### src/hdl/e1dni_pkg.sv
/*
 * e1dni_pkg: constants, register map and carrier types for the E1/T1
 * timeslot drop-and-insert block.
 * Assumes a 25 MHz system clock and an APB register bus with 32-bit data.
 */
package e1dni_pkg;

	// register byte offsets
	localparam logic [11:0] OFS_CTRL     = 12'h000;
	localparam logic [11:0] OFS_TX_RATE  = 12'h004;
	localparam logic [11:0] OFS_RX_RATE  = 12'h008;
	localparam logic [11:0] OFS_ESC_BAUD = 12'h00C;
	localparam logic [11:0] OFS_NCO_INC  = 12'h010;
	localparam logic [11:0] OFS_STATUS   = 12'h014;
	localparam logic [11:0] OFS_ERR_CLR  = 12'h018;
	localparam logic [11:0] OFS_TX_MAP   = 12'h100;
	localparam logic [11:0] OFS_RX_MAP   = 12'h180;

	// control field positions
	localparam int CTL_DNI     = 0;
	localparam int CTL_T1      = 1;
	localparam int CTL_CAS     = 2;
	localparam int CTL_REDUCED = 3;
	localparam int CTL_LOOP    = 4;
	localparam int CTL_BUF_LO  = 5;
	localparam int CTL_HESC    = 7;
	localparam int CTL_UPLINK_POWER_CONTROL    = 8;
	localparam int CTL_X21     = 9;
	localparam int CTL_X21_DTE = 10;
	localparam int CTL_EXT_SEL = 11;
	localparam int CTL_W       = 12;

	// buffer clock modes
	localparam logic [1:0] BUF_OFF    = 2'h0;
	localparam logic [1:0] BUF_TX_EQ  = 2'h1;
	localparam logic [1:0] BUF_TX_NE  = 2'h2;
	localparam logic [1:0] BUF_INSERT = 2'h3;

	// reset values
	localparam logic [CTL_W-1:0] CTRL_RST = 12'h000;
	localparam logic [5:0]  RATE_RST    = 6'h01;
	localparam logic [2:0]  BAUD_RST    = 3'h0;
	localparam logic [15:0] NCO_INC_RST = 16'h14F8;

	// framing constants
	localparam logic [6:0] FAS_WORD   = 7'h1B;
	localparam logic [7:0] FAS_BYTE   = 8'h1B;
	localparam logic [7:0] NFAS_BYTE  = 8'h40;
	localparam logic [7:0] IDLE_BYTE  = 8'hD5;
	localparam logic [7:0] T1_LAST    = 8'hC0;
	localparam logic [5:0] FIXED_RATE = 6'h1E;
	localparam logic [5:0] MAX_E1_CH  = 6'h1F;
	localparam logic [5:0] MAX_T1_CH  = 6'h18;
	localparam logic [4:0] MAX_T1_TS  = 5'h18;

	// overhead byte positions
	localparam logic [5:0] OVH_ESC_A = 6'h10;
	localparam logic [5:0] OVH_ESC_B = 6'h30;
	localparam logic [5:0] OVH_ESC_H = 6'h20;
	localparam logic [5:0] OVH_UW    = 6'h00;

	// satellite rate ratios
	localparam logic [7:0] STD_NUM = 8'h10;
	localparam logic [7:0] STD_DEN = 8'h0F;
	localparam logic [7:0] RED_NUM = 8'h2E;
	localparam logic [7:0] RED_DEN = 8'h2D;

	// timing
	localparam int CLK_NS   = 40;
	localparam int LOSS_NS  = 2000;
	localparam int LOSS_CYC = (LOSS_NS + CLK_NS - 1) / CLK_NS;

	typedef enum logic [2:0] {REF_DEMOD, REF_TXCLK, REF_EXT, REF_SYNTH, REF_INSERT} e1dni_ref_t;

	typedef struct packed {
		logic       valid;
		logic [4:0] chan;
		logic [7:0] data;
	} e1dni_sat_t;

	typedef struct packed {
		logic [4:0] ts;
		logic [2:0] bitn;
	} e1dni_pos_t;

	typedef struct packed {
		logic       hit;
		logic [4:0] chan;
	} e1dni_hit_t;

endpackage : e1dni_pkg

### src/hdl/e1dni_core.sv
/*
 * e1dni_core: E1/T1 timeslot drop-and-insert with receive buffer clock
 * selection, overhead channel placement and service channel baud limits.
 * Assumes link pins are asynchronous to sys_clk and run far below 12.5 MHz.
 */
// The APB register port and the register offsets were chosen for this implementation.
// Operation
// - equal rates: buffer clock from tx or external
// - unequal rates: synthesised clock locked to reference
// - X.21: DTE ignores rx clock, DCE tx
// - service channel in bytes 16, 48, half 32
// - no service channel in CAS mode
// - power control in byte 0 first bit
// - baud capped by lower data rate
// - rate change lowers baud automatically
// - service and power control for E1 only
// - E1 timeslots 1 to 31, 0 rejected
// - T1 timeslots 1 to 24 or unused
// - channel count is rate over 64k
// - 1920 kbps uses fixed timeslot equals channel plus one
// - standard satellite rate is 16/15
// - reduced framing: up to 24 channels, 46/45
// - reduced framing carries no CAS
// - loop feeds drop stream into insert input
// - looped stream timeslots overwritten by satellite data
// - insert reference: recovered insert clock and data
// - insert dead or unframed: fall back demod (in T1 an active insert always counts as framed)
// - otherwise insert ignored, blank frame generated
// - buffer off: clock from demodulator
`timescale 1ns/100ps
module e1dni_core (
	// clock and reset
	input  wire logic                sys_clk,
	input  wire logic                srst,
	// apb slave
	input  wire logic                psel,
	input  wire logic                penable,
	input  wire logic                pwrite,
	input  wire logic [11:0]         paddr,
	input  wire logic [31:0]         pwdata,
	output logic      [31:0]         prdata,
	output logic                     pready,
	output logic                     pslverr,
	// e1/t1 pins
	input  wire logic                drop_clk,
	input  wire logic                drop_input,
	input  wire logic                insert_clk,
	input  wire logic                insert_input,
	output logic                     drop_output,
	output logic                     insert_output,
	output logic                     insert_clk_out,
	// clock references
	input  wire logic                tx_ref_clk,
	input  wire logic                ext_ref_clk,
	input  wire logic                demod_tick,
	output logic                     buf_clk,
	output e1dni_pkg::e1dni_ref_t    buf_ref,
	// satellite datapath
	output e1dni_pkg::e1dni_sat_t    sat_tx,
	input  wire e1dni_pkg::e1dni_sat_t sat_rx,
	// overhead placement
	input  wire logic [5:0]          ovh_idx,
	input  wire logic [2:0]          ovh_bit,
	output logic                     ovh_esc,
	output logic                     ovh_uplink_power_control
);
	import e1dni_pkg::*;

	localparam int NP = 6;
	localparam int P_DCLK = 0;
	localparam int P_DDAT = 1;
	localparam int P_ICLK = 2;
	localparam int P_IDAT = 3;
	localparam int P_TXC  = 4;
	localparam int P_EXT  = 5;

	function automatic e1dni_pos_t pos_of(input logic [7:0] cnt, input logic t1);
		logic [7:0] m;
		m = cnt - 8'h01;
		if (!t1)
			pos_of = '{ts: cnt[7:3], bitn: cnt[2:0]};
		else if (cnt == 8'h00)
			pos_of = '{ts: 5'h00, bitn: 3'h7};
		else
			pos_of = '{ts: 5'(m[7:3] + 5'h01), bitn: m[2:0]};
	endfunction : pos_of

	function automatic logic [7:0] next_cnt(input logic [7:0] cnt, input logic t1);
		next_cnt = (t1 && cnt == T1_LAST) ? 8'h00 : 8'(cnt + 8'h01);
	endfunction : next_cnt

	function automatic e1dni_hit_t chan_of(input logic [4:0] ts, input logic [31:0][4:0] map,
			input logic [5:0] count, input logic fixed);
		e1dni_hit_t h;
		h = '{hit: 1'b0, chan: 5'h00};
		if (fixed) begin
			h.hit  = (ts != 5'h00) && ({1'b0, ts} <= count);
			h.chan = 5'(ts - 5'h01);
		end else begin
			for (int c = 0; c < 32; c++) begin
				if (6'(c) < count && map[c] == ts && ts != 5'h00 && !h.hit) begin
					h.hit  = 1'b1;
					h.chan = 5'(c);
				end
			end
		end
		chan_of = h;
	endfunction : chan_of

	// max baud code from 64k units: 0=2400 .. 6=38400
	function automatic logic [2:0] baud_cap(input logic [5:0] u);
		if (u >= 6'd20)      baud_cap = 3'h6;
		else if (u >= 6'd12) baud_cap = 3'h5;
		else if (u >= 6'd8)  baud_cap = 3'h4;
		else if (u >= 6'd6)  baud_cap = 3'h3;
		else if (u >= 6'd4)  baud_cap = 3'h2;
		else if (u >= 6'd2)  baud_cap = 3'h1;
		else                 baud_cap = 3'h0;
	endfunction : baud_cap

	// pin synchronisers
	logic [NP-1:0] s1, s2, s3, pin_f, pin_fq;
	logic [NP-1:0] pin_rise;
	always_ff @(posedge sys_clk) begin
		if (srst) begin
			s1 <= '0;
			s2 <= '0;
			s3 <= '0;
			pin_f <= '0;
			pin_fq <= '0;
		end else begin
			s1 <= {ext_ref_clk, tx_ref_clk, insert_input, insert_clk, drop_input, drop_clk};
			s2 <= s1;
			s3 <= s2;
			for (int i = 0; i < NP; i++) begin
				if (s2[i] == s3[i])
					pin_f[i] <= s3[i];
			end
			pin_fq <= pin_f;
		end
	end
	assign pin_rise = pin_f & ~pin_fq;

	// registers
	logic [CTL_W-1:0] ctrl;
	logic [5:0]       tx_rate, rx_rate;
	logic [2:0]       esc_baud;
	logic [15:0]      nco_inc;
	logic [31:0][4:0] tx_map, rx_map;
	logic             map_err;
	logic [7:0]       rx_buf [32];

	logic       dni_en, t1, cas_eff, reduced, loop_en, x21, x21_dte, ext_sel;
	logic [1:0] buf_mode;
	logic       hesc_active, uplink_power_control_active;
	logic [5:0] min_rate, tx_cnt, rx_cnt, max_ch;
	logic [2:0] cap;
	assign dni_en   = ctrl[CTL_DNI];
	assign t1       = ctrl[CTL_T1];
	assign reduced  = ctrl[CTL_REDUCED];
	assign cas_eff  = ctrl[CTL_CAS] & ~reduced;
	assign loop_en  = ctrl[CTL_LOOP];
	assign buf_mode = ctrl[CTL_BUF_LO +: 2];
	assign x21      = ctrl[CTL_X21];
	assign x21_dte  = ctrl[CTL_X21_DTE];
	assign ext_sel  = ctrl[CTL_EXT_SEL];
	assign hesc_active = dni_en & ~t1 & ~cas_eff & ctrl[CTL_HESC];
	// power control is only honoured on top of the earlier settings
	assign uplink_power_control_active = hesc_active & ctrl[CTL_UPLINK_POWER_CONTROL];
	assign min_rate = (tx_rate < rx_rate) ? tx_rate : rx_rate;
	assign cap      = baud_cap(min_rate);
	assign max_ch   = reduced ? MAX_T1_CH : (t1 ? MAX_T1_CH : MAX_E1_CH);
	assign tx_cnt   = (tx_rate > max_ch) ? max_ch : tx_rate;
	assign rx_cnt   = (rx_rate > max_ch) ? max_ch : rx_rate;

	// apb: pready rises in the second access cycle; a transfer completes there
	logic        acc, wr, setup;
	logic [11:0] a;
	logic        map_ok, tx_map_hit, rx_map_hit;
	logic [4:0]  wv;
	assign setup = psel & penable & ~pready;
	assign acc   = psel & penable & pready;
	assign wr    = acc & pwrite;
	assign a     = {paddr[11:2], 2'b00};
	assign wv    = pwdata[4:0];
	assign tx_map_hit = a[11:7] == OFS_TX_MAP[11:7];
	assign rx_map_hit = a[11:7] == OFS_RX_MAP[11:7];
	assign map_ok = t1 ? (wv <= MAX_T1_TS) : (wv != 5'h00);

	always_ff @(posedge sys_clk) begin
		if (srst) begin
			ctrl    <= CTRL_RST;
			tx_rate <= RATE_RST;
			rx_rate <= RATE_RST;
			nco_inc <= NCO_INC_RST;
			tx_map  <= '0;
			rx_map  <= '0;
		end else if (wr) begin
			case (a)
				OFS_CTRL:    ctrl    <= pwdata[CTL_W-1:0];
				OFS_TX_RATE: tx_rate <= pwdata[5:0];
				OFS_RX_RATE: rx_rate <= pwdata[5:0];
				OFS_NCO_INC: nco_inc <= pwdata[15:0];
				default: begin
					if (tx_map_hit && map_ok)
						tx_map[a[6:2]] <= wv;
					if (rx_map_hit && map_ok)
						rx_map[a[6:2]] <= wv;
				end
			endcase
		end
	end

	// baud follows writes, then is pulled down whenever the cap drops
	always_ff @(posedge sys_clk) begin
		if (srst)
			esc_baud <= BAUD_RST;
		else if (wr && a == OFS_ESC_BAUD)
			esc_baud <= (pwdata[2:0] > cap) ? cap : pwdata[2:0];
		else if (esc_baud > cap)
			esc_baud <= cap;
	end

	// map error: a new rejection wins over a clear in the same cycle
	always_ff @(posedge sys_clk) begin
		if (srst)
			map_err <= 1'b0;
		else if (wr && (tx_map_hit || rx_map_hit) && !map_ok)
			map_err <= 1'b1;
		else if (wr && a == OFS_ERR_CLR && pwdata[0])
			map_err <= 1'b0;
	end

	logic       ins_active, ilock, dlock;
	logic [7:0] sat_num, sat_den;
	always_ff @(posedge sys_clk) begin
		if (srst) begin
			prdata  <= 32'h0000_0000;
			pready  <= 1'b0;
			pslverr <= 1'b0;
		end else begin
			pready  <= setup;
			pslverr <= 1'b0;
			prdata  <= 32'h0000_0000;
			if (setup) begin
				case (a)
					OFS_CTRL:     prdata <= 32'(ctrl);
					OFS_TX_RATE:  prdata <= 32'(tx_rate);
					OFS_RX_RATE:  prdata <= 32'(rx_rate);
					OFS_ESC_BAUD: prdata <= 32'(esc_baud);
					OFS_NCO_INC:  prdata <= 32'(nco_inc);
					OFS_STATUS:   prdata <= {sat_den, sat_num, 7'h00, uplink_power_control_active,
						hesc_active, map_err, dlock, ilock, ins_active, buf_ref};
					OFS_ERR_CLR:  prdata <= 32'h0000_0000;
					default: begin
						if (tx_map_hit)
							prdata <= 32'(tx_map[a[6:2]]);
						else if (rx_map_hit)
							prdata <= 32'(rx_map[a[6:2]]);
						else
							pslverr <= 1'b1;
					end
				endcase
			end
		end
	end

	// satellite rate ratio for standard or reduced framing
	always_ff @(posedge sys_clk) begin
		if (srst) begin
			sat_num <= STD_NUM;
			sat_den <= STD_DEN;
		end else begin
			sat_num <= reduced ? RED_NUM : STD_NUM;
			sat_den <= reduced ? RED_DEN : STD_DEN;
		end
	end

	// overhead bit roles, aligned to the modulator's overhead position
	always_ff @(posedge sys_clk) begin
		if (srst) begin
			ovh_esc  <= 1'b0;
			ovh_uplink_power_control <= 1'b0;
		end else begin
			ovh_esc  <= hesc_active && (ovh_idx == OVH_ESC_A || ovh_idx == OVH_ESC_B
				|| (ovh_idx == OVH_ESC_H && ovh_bit < 3'h4));
			ovh_uplink_power_control <= uplink_power_control_active && ovh_idx == OVH_UW && ovh_bit == 3'h0;
		end
	end

	// drop path
	logic       drop_edge, dbit;
	logic [7:0] dcnt, dsr;
	e1dni_pos_t dpos;
	e1dni_hit_t dhit;
	assign drop_edge = pin_rise[P_DCLK];
	assign dbit      = pin_f[P_DDAT];
	assign dpos      = pos_of(dcnt, t1);
	assign dhit      = chan_of(dpos.ts, tx_map, tx_cnt, tx_rate == FIXED_RATE);

	always_ff @(posedge sys_clk) begin
		if (srst) begin
			dcnt <= 8'h00;
			dsr <= 8'h00;
			dlock <= 1'b0;
			sat_tx <= '0;
			drop_output <= 1'b0;
		end else begin
			sat_tx.valid <= 1'b0;
			if (drop_edge) begin
				dsr <= {dsr[6:0], dbit};
				drop_output <= dbit;
				if (!t1 && {dsr[5:0], dbit} == FAS_WORD) begin
					dlock <= (dcnt == 8'h07);
					dcnt  <= 8'h08;
				end else begin
					dcnt <= next_cnt(dcnt, t1);
					if (t1)
						dlock <= 1'b1;
				end
				if (dni_en && dlock && dpos.bitn == 3'h7 && dhit.hit)
					sat_tx <= '{valid: 1'b1, chan: dhit.chan, data: {dsr[6:0], dbit}};
			end
		end
	end

	// satellite receive bytes waiting to be inserted
	always_ff @(posedge sys_clk) begin
		if (sat_rx.valid)
			rx_buf[sat_rx.chan] <= sat_rx.data;
	end

	// insert source and activity watch
	logic       src_edge, src_bit, src_lvl, follow_src, passthru;
	logic [6:0] idle_cnt;
	assign src_edge   = loop_en ? drop_edge : pin_rise[P_ICLK];
	assign src_bit    = loop_en ? dbit : pin_f[P_IDAT];
	assign src_lvl    = loop_en ? pin_f[P_DCLK] : pin_f[P_ICLK];
	assign follow_src = (buf_mode == BUF_INSERT) & ins_active;
	assign passthru   = follow_src & ilock;

	always_ff @(posedge sys_clk) begin
		if (srst) begin
			idle_cnt   <= 7'h00;
			ins_active <= 1'b0;
		end else begin
			if (src_edge)
				idle_cnt <= 7'h00;
			else if (idle_cnt != 7'(LOSS_CYC))
				idle_cnt <= 7'(idle_cnt + 7'h01);
			ins_active <= src_edge || idle_cnt < 7'(LOSS_CYC - 1);
		end
	end

	// rate synthesiser, realigned every 256 reference edges
	logic [15:0] nco;
	logic        nco_tick;
	logic [7:0]  ref_cnt;
	logic        tx_lvl, ref_edge, dm_tick;
	assign tx_lvl   = pin_f[P_TXC] & ~(x21 & ~x21_dte);
	assign ref_edge = ext_sel ? pin_rise[P_EXT] : (pin_rise[P_TXC] & ~(x21 & ~x21_dte));
	assign dm_tick  = demod_tick & ~(x21 & x21_dte);

	always_ff @(posedge sys_clk) begin
		if (srst) begin
			nco <= 16'h0000;
			nco_tick <= 1'b0;
			ref_cnt <= 8'h00;
		end else begin
			if (ref_edge)
				ref_cnt <= 8'(ref_cnt + 8'h01);
			if (ref_edge && ref_cnt == 8'hFF) begin
				nco <= 16'h0000;
				nco_tick <= 1'b0;
			end else
				{nco_tick, nco} <= 17'(nco + nco_inc);
		end
	end

	// buffer reference choice and buffer clock
	always_ff @(posedge sys_clk) begin
		if (srst) begin
			buf_ref <= REF_DEMOD;
			buf_clk <= 1'b0;
		end else begin
			case (buf_mode)
				BUF_OFF:    buf_ref <= REF_DEMOD;
				BUF_TX_EQ:  buf_ref <= ext_sel ? REF_EXT : REF_TXCLK;
				BUF_TX_NE:  buf_ref <= REF_SYNTH;
				BUF_INSERT: buf_ref <= (ins_active && ilock) ? REF_INSERT : REF_DEMOD;
				default:    buf_ref <= REF_DEMOD;
			endcase
			case (buf_ref)
				REF_TXCLK:  buf_clk <= tx_lvl;
				REF_EXT:    buf_clk <= pin_f[P_EXT];
				REF_SYNTH:  buf_clk <= nco[15];
				REF_INSERT: buf_clk <= src_lvl;
				default:    buf_clk <= dm_tick ? ~buf_clk : buf_clk;
			endcase
		end
	end

	// insert path
	logic       ins_tick, fpar, ovr, novr;
	logic [7:0] icnt, isr, osr, nbyte;
	e1dni_pos_t ipos;
	e1dni_hit_t ihit;
	assign ins_tick = follow_src ? src_edge : nco_tick;
	assign ipos     = pos_of(icnt, t1);
	assign ihit     = chan_of(ipos.ts, rx_map, rx_cnt, rx_rate == FIXED_RATE);

	always_comb begin
		nbyte = IDLE_BYTE;
		novr  = 1'b1;
		if (dni_en && ihit.hit)
			nbyte = rx_buf[ihit.chan];
		else if (passthru)
			novr = 1'b0;
		else if (ipos.ts == 5'h00)
			nbyte = t1 ? {fpar, 7'h00} : (fpar ? NFAS_BYTE : FAS_BYTE);
	end

	always_ff @(posedge sys_clk) begin
		if (srst) begin
			icnt <= 8'h00;
			isr <= 8'h00;
			osr <= 8'h00;
			ovr <= 1'b1;
			fpar <= 1'b0;
			ilock <= 1'b0;
			insert_output <= 1'b0;
			insert_clk_out <= 1'b0;
		end else begin
			insert_clk_out <= follow_src ? src_lvl : nco[15];
			if (!follow_src)
				ilock <= 1'b0;
			if (ins_tick) begin
				if (ipos.bitn == 3'h0 && (!t1 || icnt != 8'h00)) begin
					ovr <= novr;
					osr <= {nbyte[6:0], 1'b0};
					insert_output <= novr ? nbyte[7] : src_bit;
				end else if (t1 && icnt == 8'h00) begin
					ovr <= novr;
					insert_output <= novr ? nbyte[7] : src_bit;
				end else begin
					osr <= {osr[6:0], 1'b0};
					insert_output <= ovr ? osr[7] : src_bit;
				end
				if (follow_src && !t1 && {isr[5:0], src_bit} == FAS_WORD) begin
					ilock <= (icnt == 8'h07);
					icnt  <= 8'h08;
				end else begin
					icnt <= next_cnt(icnt, t1);
					if (follow_src && t1)
						ilock <= 1'b1;
				end
				if (next_cnt(icnt, t1) == 8'h00)
					fpar <= ~fpar;
			end
			if (src_edge)
				isr <= {isr[6:0], src_bit};
		end
	end
endmodule : e1dni_core

### config.mk
export PLATFORM = sky130hd
export DESIGN_NAME = e1dni_core
export DESIGN_NICKNAME = d
export VERILOG_FILES = /design/src/hdl/e1dni_pkg.sv /design/src/hdl/e1dni_core.sv
export SDC_FILE = /design/constraint.sdc
export NUM_CORES = 2
export LEC_CHECK = 0
export ABC_AREA = 1
export BUFFER_PORTS_ARGS = -buffer_cell sky130_fd_sc_hd__buf_2
export CORE_ASPECT_RATIO = 1.5
export CORE_MARGIN = 5
export CORE_UTILIZATION = 40
export DETAILED_ROUTE_END_ITERATION = 8
export HOLD_SLACK_MARGIN = 0.05
export PLACE_DENSITY = 0.63
export SLEW_MARGIN = 10
export SYNTH_ARGS = -nofsm -noshare
export SYNTH_HDL_FRONTEND = slang
export SYNTH_SLANG_ARGS = --single-unit
### constraint.sdc
create_clock -name sys_clk -period 7.9 [get_ports sys_clk]
set_input_delay 0.79 -clock sys_clk [delete_from_list [all_inputs] [get_ports sys_clk]]
set_output_delay 0.79 -clock sys_clk [all_outputs]
set_load 0.05 [all_outputs]
==> flow_metrics.env <==
export IMPL_synthTopCellsByArea="dfxtp_1 (25%), edfxtp_1 (19%), nand2_1 (8.3%), inv_1 (6.2%), a21oi_1 (6.1%)"
export IMPL_timing_rr_start="ctrl[1]"
export IMPL_synth_seq_area_share_pct=44.5
export IMPL_dpl_hpwl_um=94600
export IMPL_vias_per_cell=5.62
export IMPL_cts_hold_buf=0
export IMPL_multiInputGateArea_um2=18500
export IMPL_worst_path_most_repeated_cell="nand2_1"
export IMPL_critPathMaxFanout=27
export IMPL_critical_path_class="register to register"
export IMPL_setup_tns_final_ps=0
export IMPL_use_met2_pct=42.9
export IMPL_worstMarginPinSlew_ps=1330
export IMPL_dieHeight_um=399
export IMPL_drtPass1Iterations=9
export IMPL_insertion_delay_ps=670
export IMPL_path_delay_family="simple AND/OR/NAND/NOR gates"
export IMPL_grt_overflow_total=0
export IMPL_final_cell_mix="nand2_1 (881), inv_1 (664), dfxtp_1 (510), a21oi_1 (490), o21ai_0 (453)"
export IMPL_holdPathStages=3
export IMPL_cts_tree="yes"
export IMPL_drive_above_1_share_pct=8.46
export IMPL_root_buffer="clkbuf_16"
export IMPL_grt_pass1_vias=35000
export IMPL_synth_top_area_share_pct=25.4
export IMPL_swShare_pct=23.8
export IMPL_hp_start="drop_input"
export IMPL_synth_distinct_cells=77
export IMPL_critPathRequiredTime_ps=8490
export IMPL_grt_usage_pct=25.0
export IMPL_worst_path_buf_inv=5
export IMPL_via_count=37100
export IMPL_grt_pass1_wl_um=209000
export IMPL_drtIter0Drc=3144
export IMPL_synth_ff_type="dfxtp_1"
export IMPL_leakage_nw=17.5
export IMPL_yosysWarnings=0
export IMPL_max_freq_mhz=139
export IMPL_synthesis_area_um2=40200
export IMPL_finalSetupViolations=0
export IMPL_worstHoldEndpoint="s1[1]"
export IMPL_numCtsBuffers=79
export IMPL_core_um2=99900
export IMPL_pwr_share_seq_pct=49.8
export IMPL_antenna_found_initial=4
export IMPL_cts_htree_levels=3
export IMPL_final_common_cell="nand2_1"
export IMPL_dpl_cell_area_um2=41800
export IMPL_synthCells=5234
export IMPL_hold_viol=0
export IMPL_synth_seq_cells=766
export IMPL_cap_viol_max_count=0
export IMPL_async_flop_share_pct=0
export IMPL_grt_max_degree=243
export IMPL_cts_resized=0
export IMPL_busiest_layer="met2"
export IMPL_die_area_um2=107000
export IMPL_use_met1_pct=28.9
export IMPL_grt_setup_unrepaired="false"
export IMPL_stdcell_area_um2=44400
export IMPL_intPower_mw=6.30
export IMPL_synth_edf_count=256
export IMPL_yosysTopAreaCell="dfxtp_1"
export IMPL_power_density_nw_per_um2=186
export IMPL_relSlewSlack_pct=10.4
export IMPL_maxSlewViolCount=0
export IMPL_routedWlPerCell_um=21.2
export IMPL_syn_to_final_growth_pct=10.3
export IMPL_syn_area_per_cell_um2=7.69
export IMPL_fillers=10000
export IMPL_hold_class="primary input to register"
export IMPL_row_count=142
export IMPL_period_needed_ps=7200
export IMPL_max_stage_delay_ps=390
export IMPL_wl_um=140000
export IMPL_boundaryPins=136
export IMPL_p_clk_share_pct=45.7
export IMPL_drtAntennaViolNets=0
export IMPL_p_sw_mw=1.97
export IMPL_peakVddDrop_mv=0.199
export IMPL_combinationalPowerShare_pct=4.6
export IMPL_use_met3_pct=3.79
export IMPL_regArea_um2=17900
export IMPL_gp_congestion=0.965
export IMPL_rrSetupSlack_ps=700
export IMPL_cp_slowest_cell="buf_4"
export IMPL_start_util_pct=40.3
export IMPL_startpoint_type="register"
export IMPL_r2r_end="osr[7]"
export IMPL_r2r_cells=44
export IMPL_portBuffers=111
export IMPL_status="finished with violations"
export IMPL_cts_max_path_buffers=3
export IMPL_path_clk_slew_ps=60
export IMPL_nNetsFinal=5369
export IMPL_arrival_ps=7790
export IMPL_cts_setup_buffers=0
export IMPL_holdWs_ps=350
export IMPL_clock_sinks=766
export IMPL_post_route_period_util_pct=91.1
export IMPL_fin_skew_ps=31.5
export IMPL_drc_errors=2
export IMPL_violations="design-rule violations"
export IMPL_critPathCaptureType="register"
export IMPL_die_x_um=269
## per-stage QoR
step	power (mW)	instances	setup WS, ps	util, %
after detailed placement	4.57	6447	870	41.9
after global routing	8.49	6590	229	44.4
after CTS	8.30	6589	800	44.4
final	8.26	6592	700	44.5
after global placement	4.56	6447	954	41.9
after floorplan	4.41	5239	2040	-
## power by group through the flow
stage	logic, mW	clock network (mW)	registers (mW)
6_report	0.379	3.77	4.11
5_1_grt	0.407	3.97	4.11
4_1_cts	0.370	3.82	4.11
3_5_place_dp	0.369	0	4.20
3_3_place_gp	0.363	0	4.20
2_1_floorplan	0.210	0	4.20
## per-layer routing
metal	vias to the layer above	share of wire, %	wire (µm)
met5	-	0.0072	10
li1	17700	-	-
met3	463	7.1	9880
met2	1565	49	67700
met4	2	7.1	9970
met1	17300	37	52000
## cells in the mapped netlist (38+ instances only)
cell	count
nor3_1	93
xor2_1	152
inv_1	666
o2111ai_1	38
nand3b_1	39
clkbuf_1	168
a21oi_1	490
buf_2	38
ha_1	57
nand4_1	48
nand3_1	374
nand2_1	886
o22ai_1	104
nor2_1	399
edfxtp_1	256
o21ai_0	453
dfxtp_1	510
## tightest hold or removal path: stages
cell,delay (ps)
buf_2,80
inv_1,30
nor2_1,60
## cell type report
type	instances	area share, %
inverter	699	5.94
clock buffer	115	5.21
timing repair buffer	184	2.58
sequential	766	40.3
multi-input combinational	3502	41.7
antenna	3	0.0169
tap	1296	3.65
clock inverter	27	0.558
## how the worst max path moves through the flow
stage,startpoint,to,cells after the start
after global routing,ctrl[1],osr[4],44
after detailed placement,ctrl[3],osr[7],44
after CTS,ctrl[1],osr[7],44
final,ctrl[1],osr[7],44
after floorplan,dcnt[0],sat_tx[1],45
after global placement,ctrl[1],osr[7],44
## kinds of logic after synthesis
logic type,count (synthesis),synth area share (%)
AOI/OAI and AO/OA,1300,18.5
xor gates and xnor gates,161,3.52
adders and majority gates,58,1.82
buffers and inverters,971,9.71
DFF,766,44.5
other,1,0.00932
and+or+nand+nor,1977,22.0
## registers in the layout (all words and copies together) (netlist names), 7 cells and up
name and count:
icnt 8, prdata 19, tx_map 160, idle_cnt 7, ref_cnt 8, ctrl 12, dsr 7, rx_map 160
nco 16, rx_buf 256, sat_tx 14, dcnt 8, osr 7, nco_inc 16
Note: power is estimated with default switching activity, not from simulation.
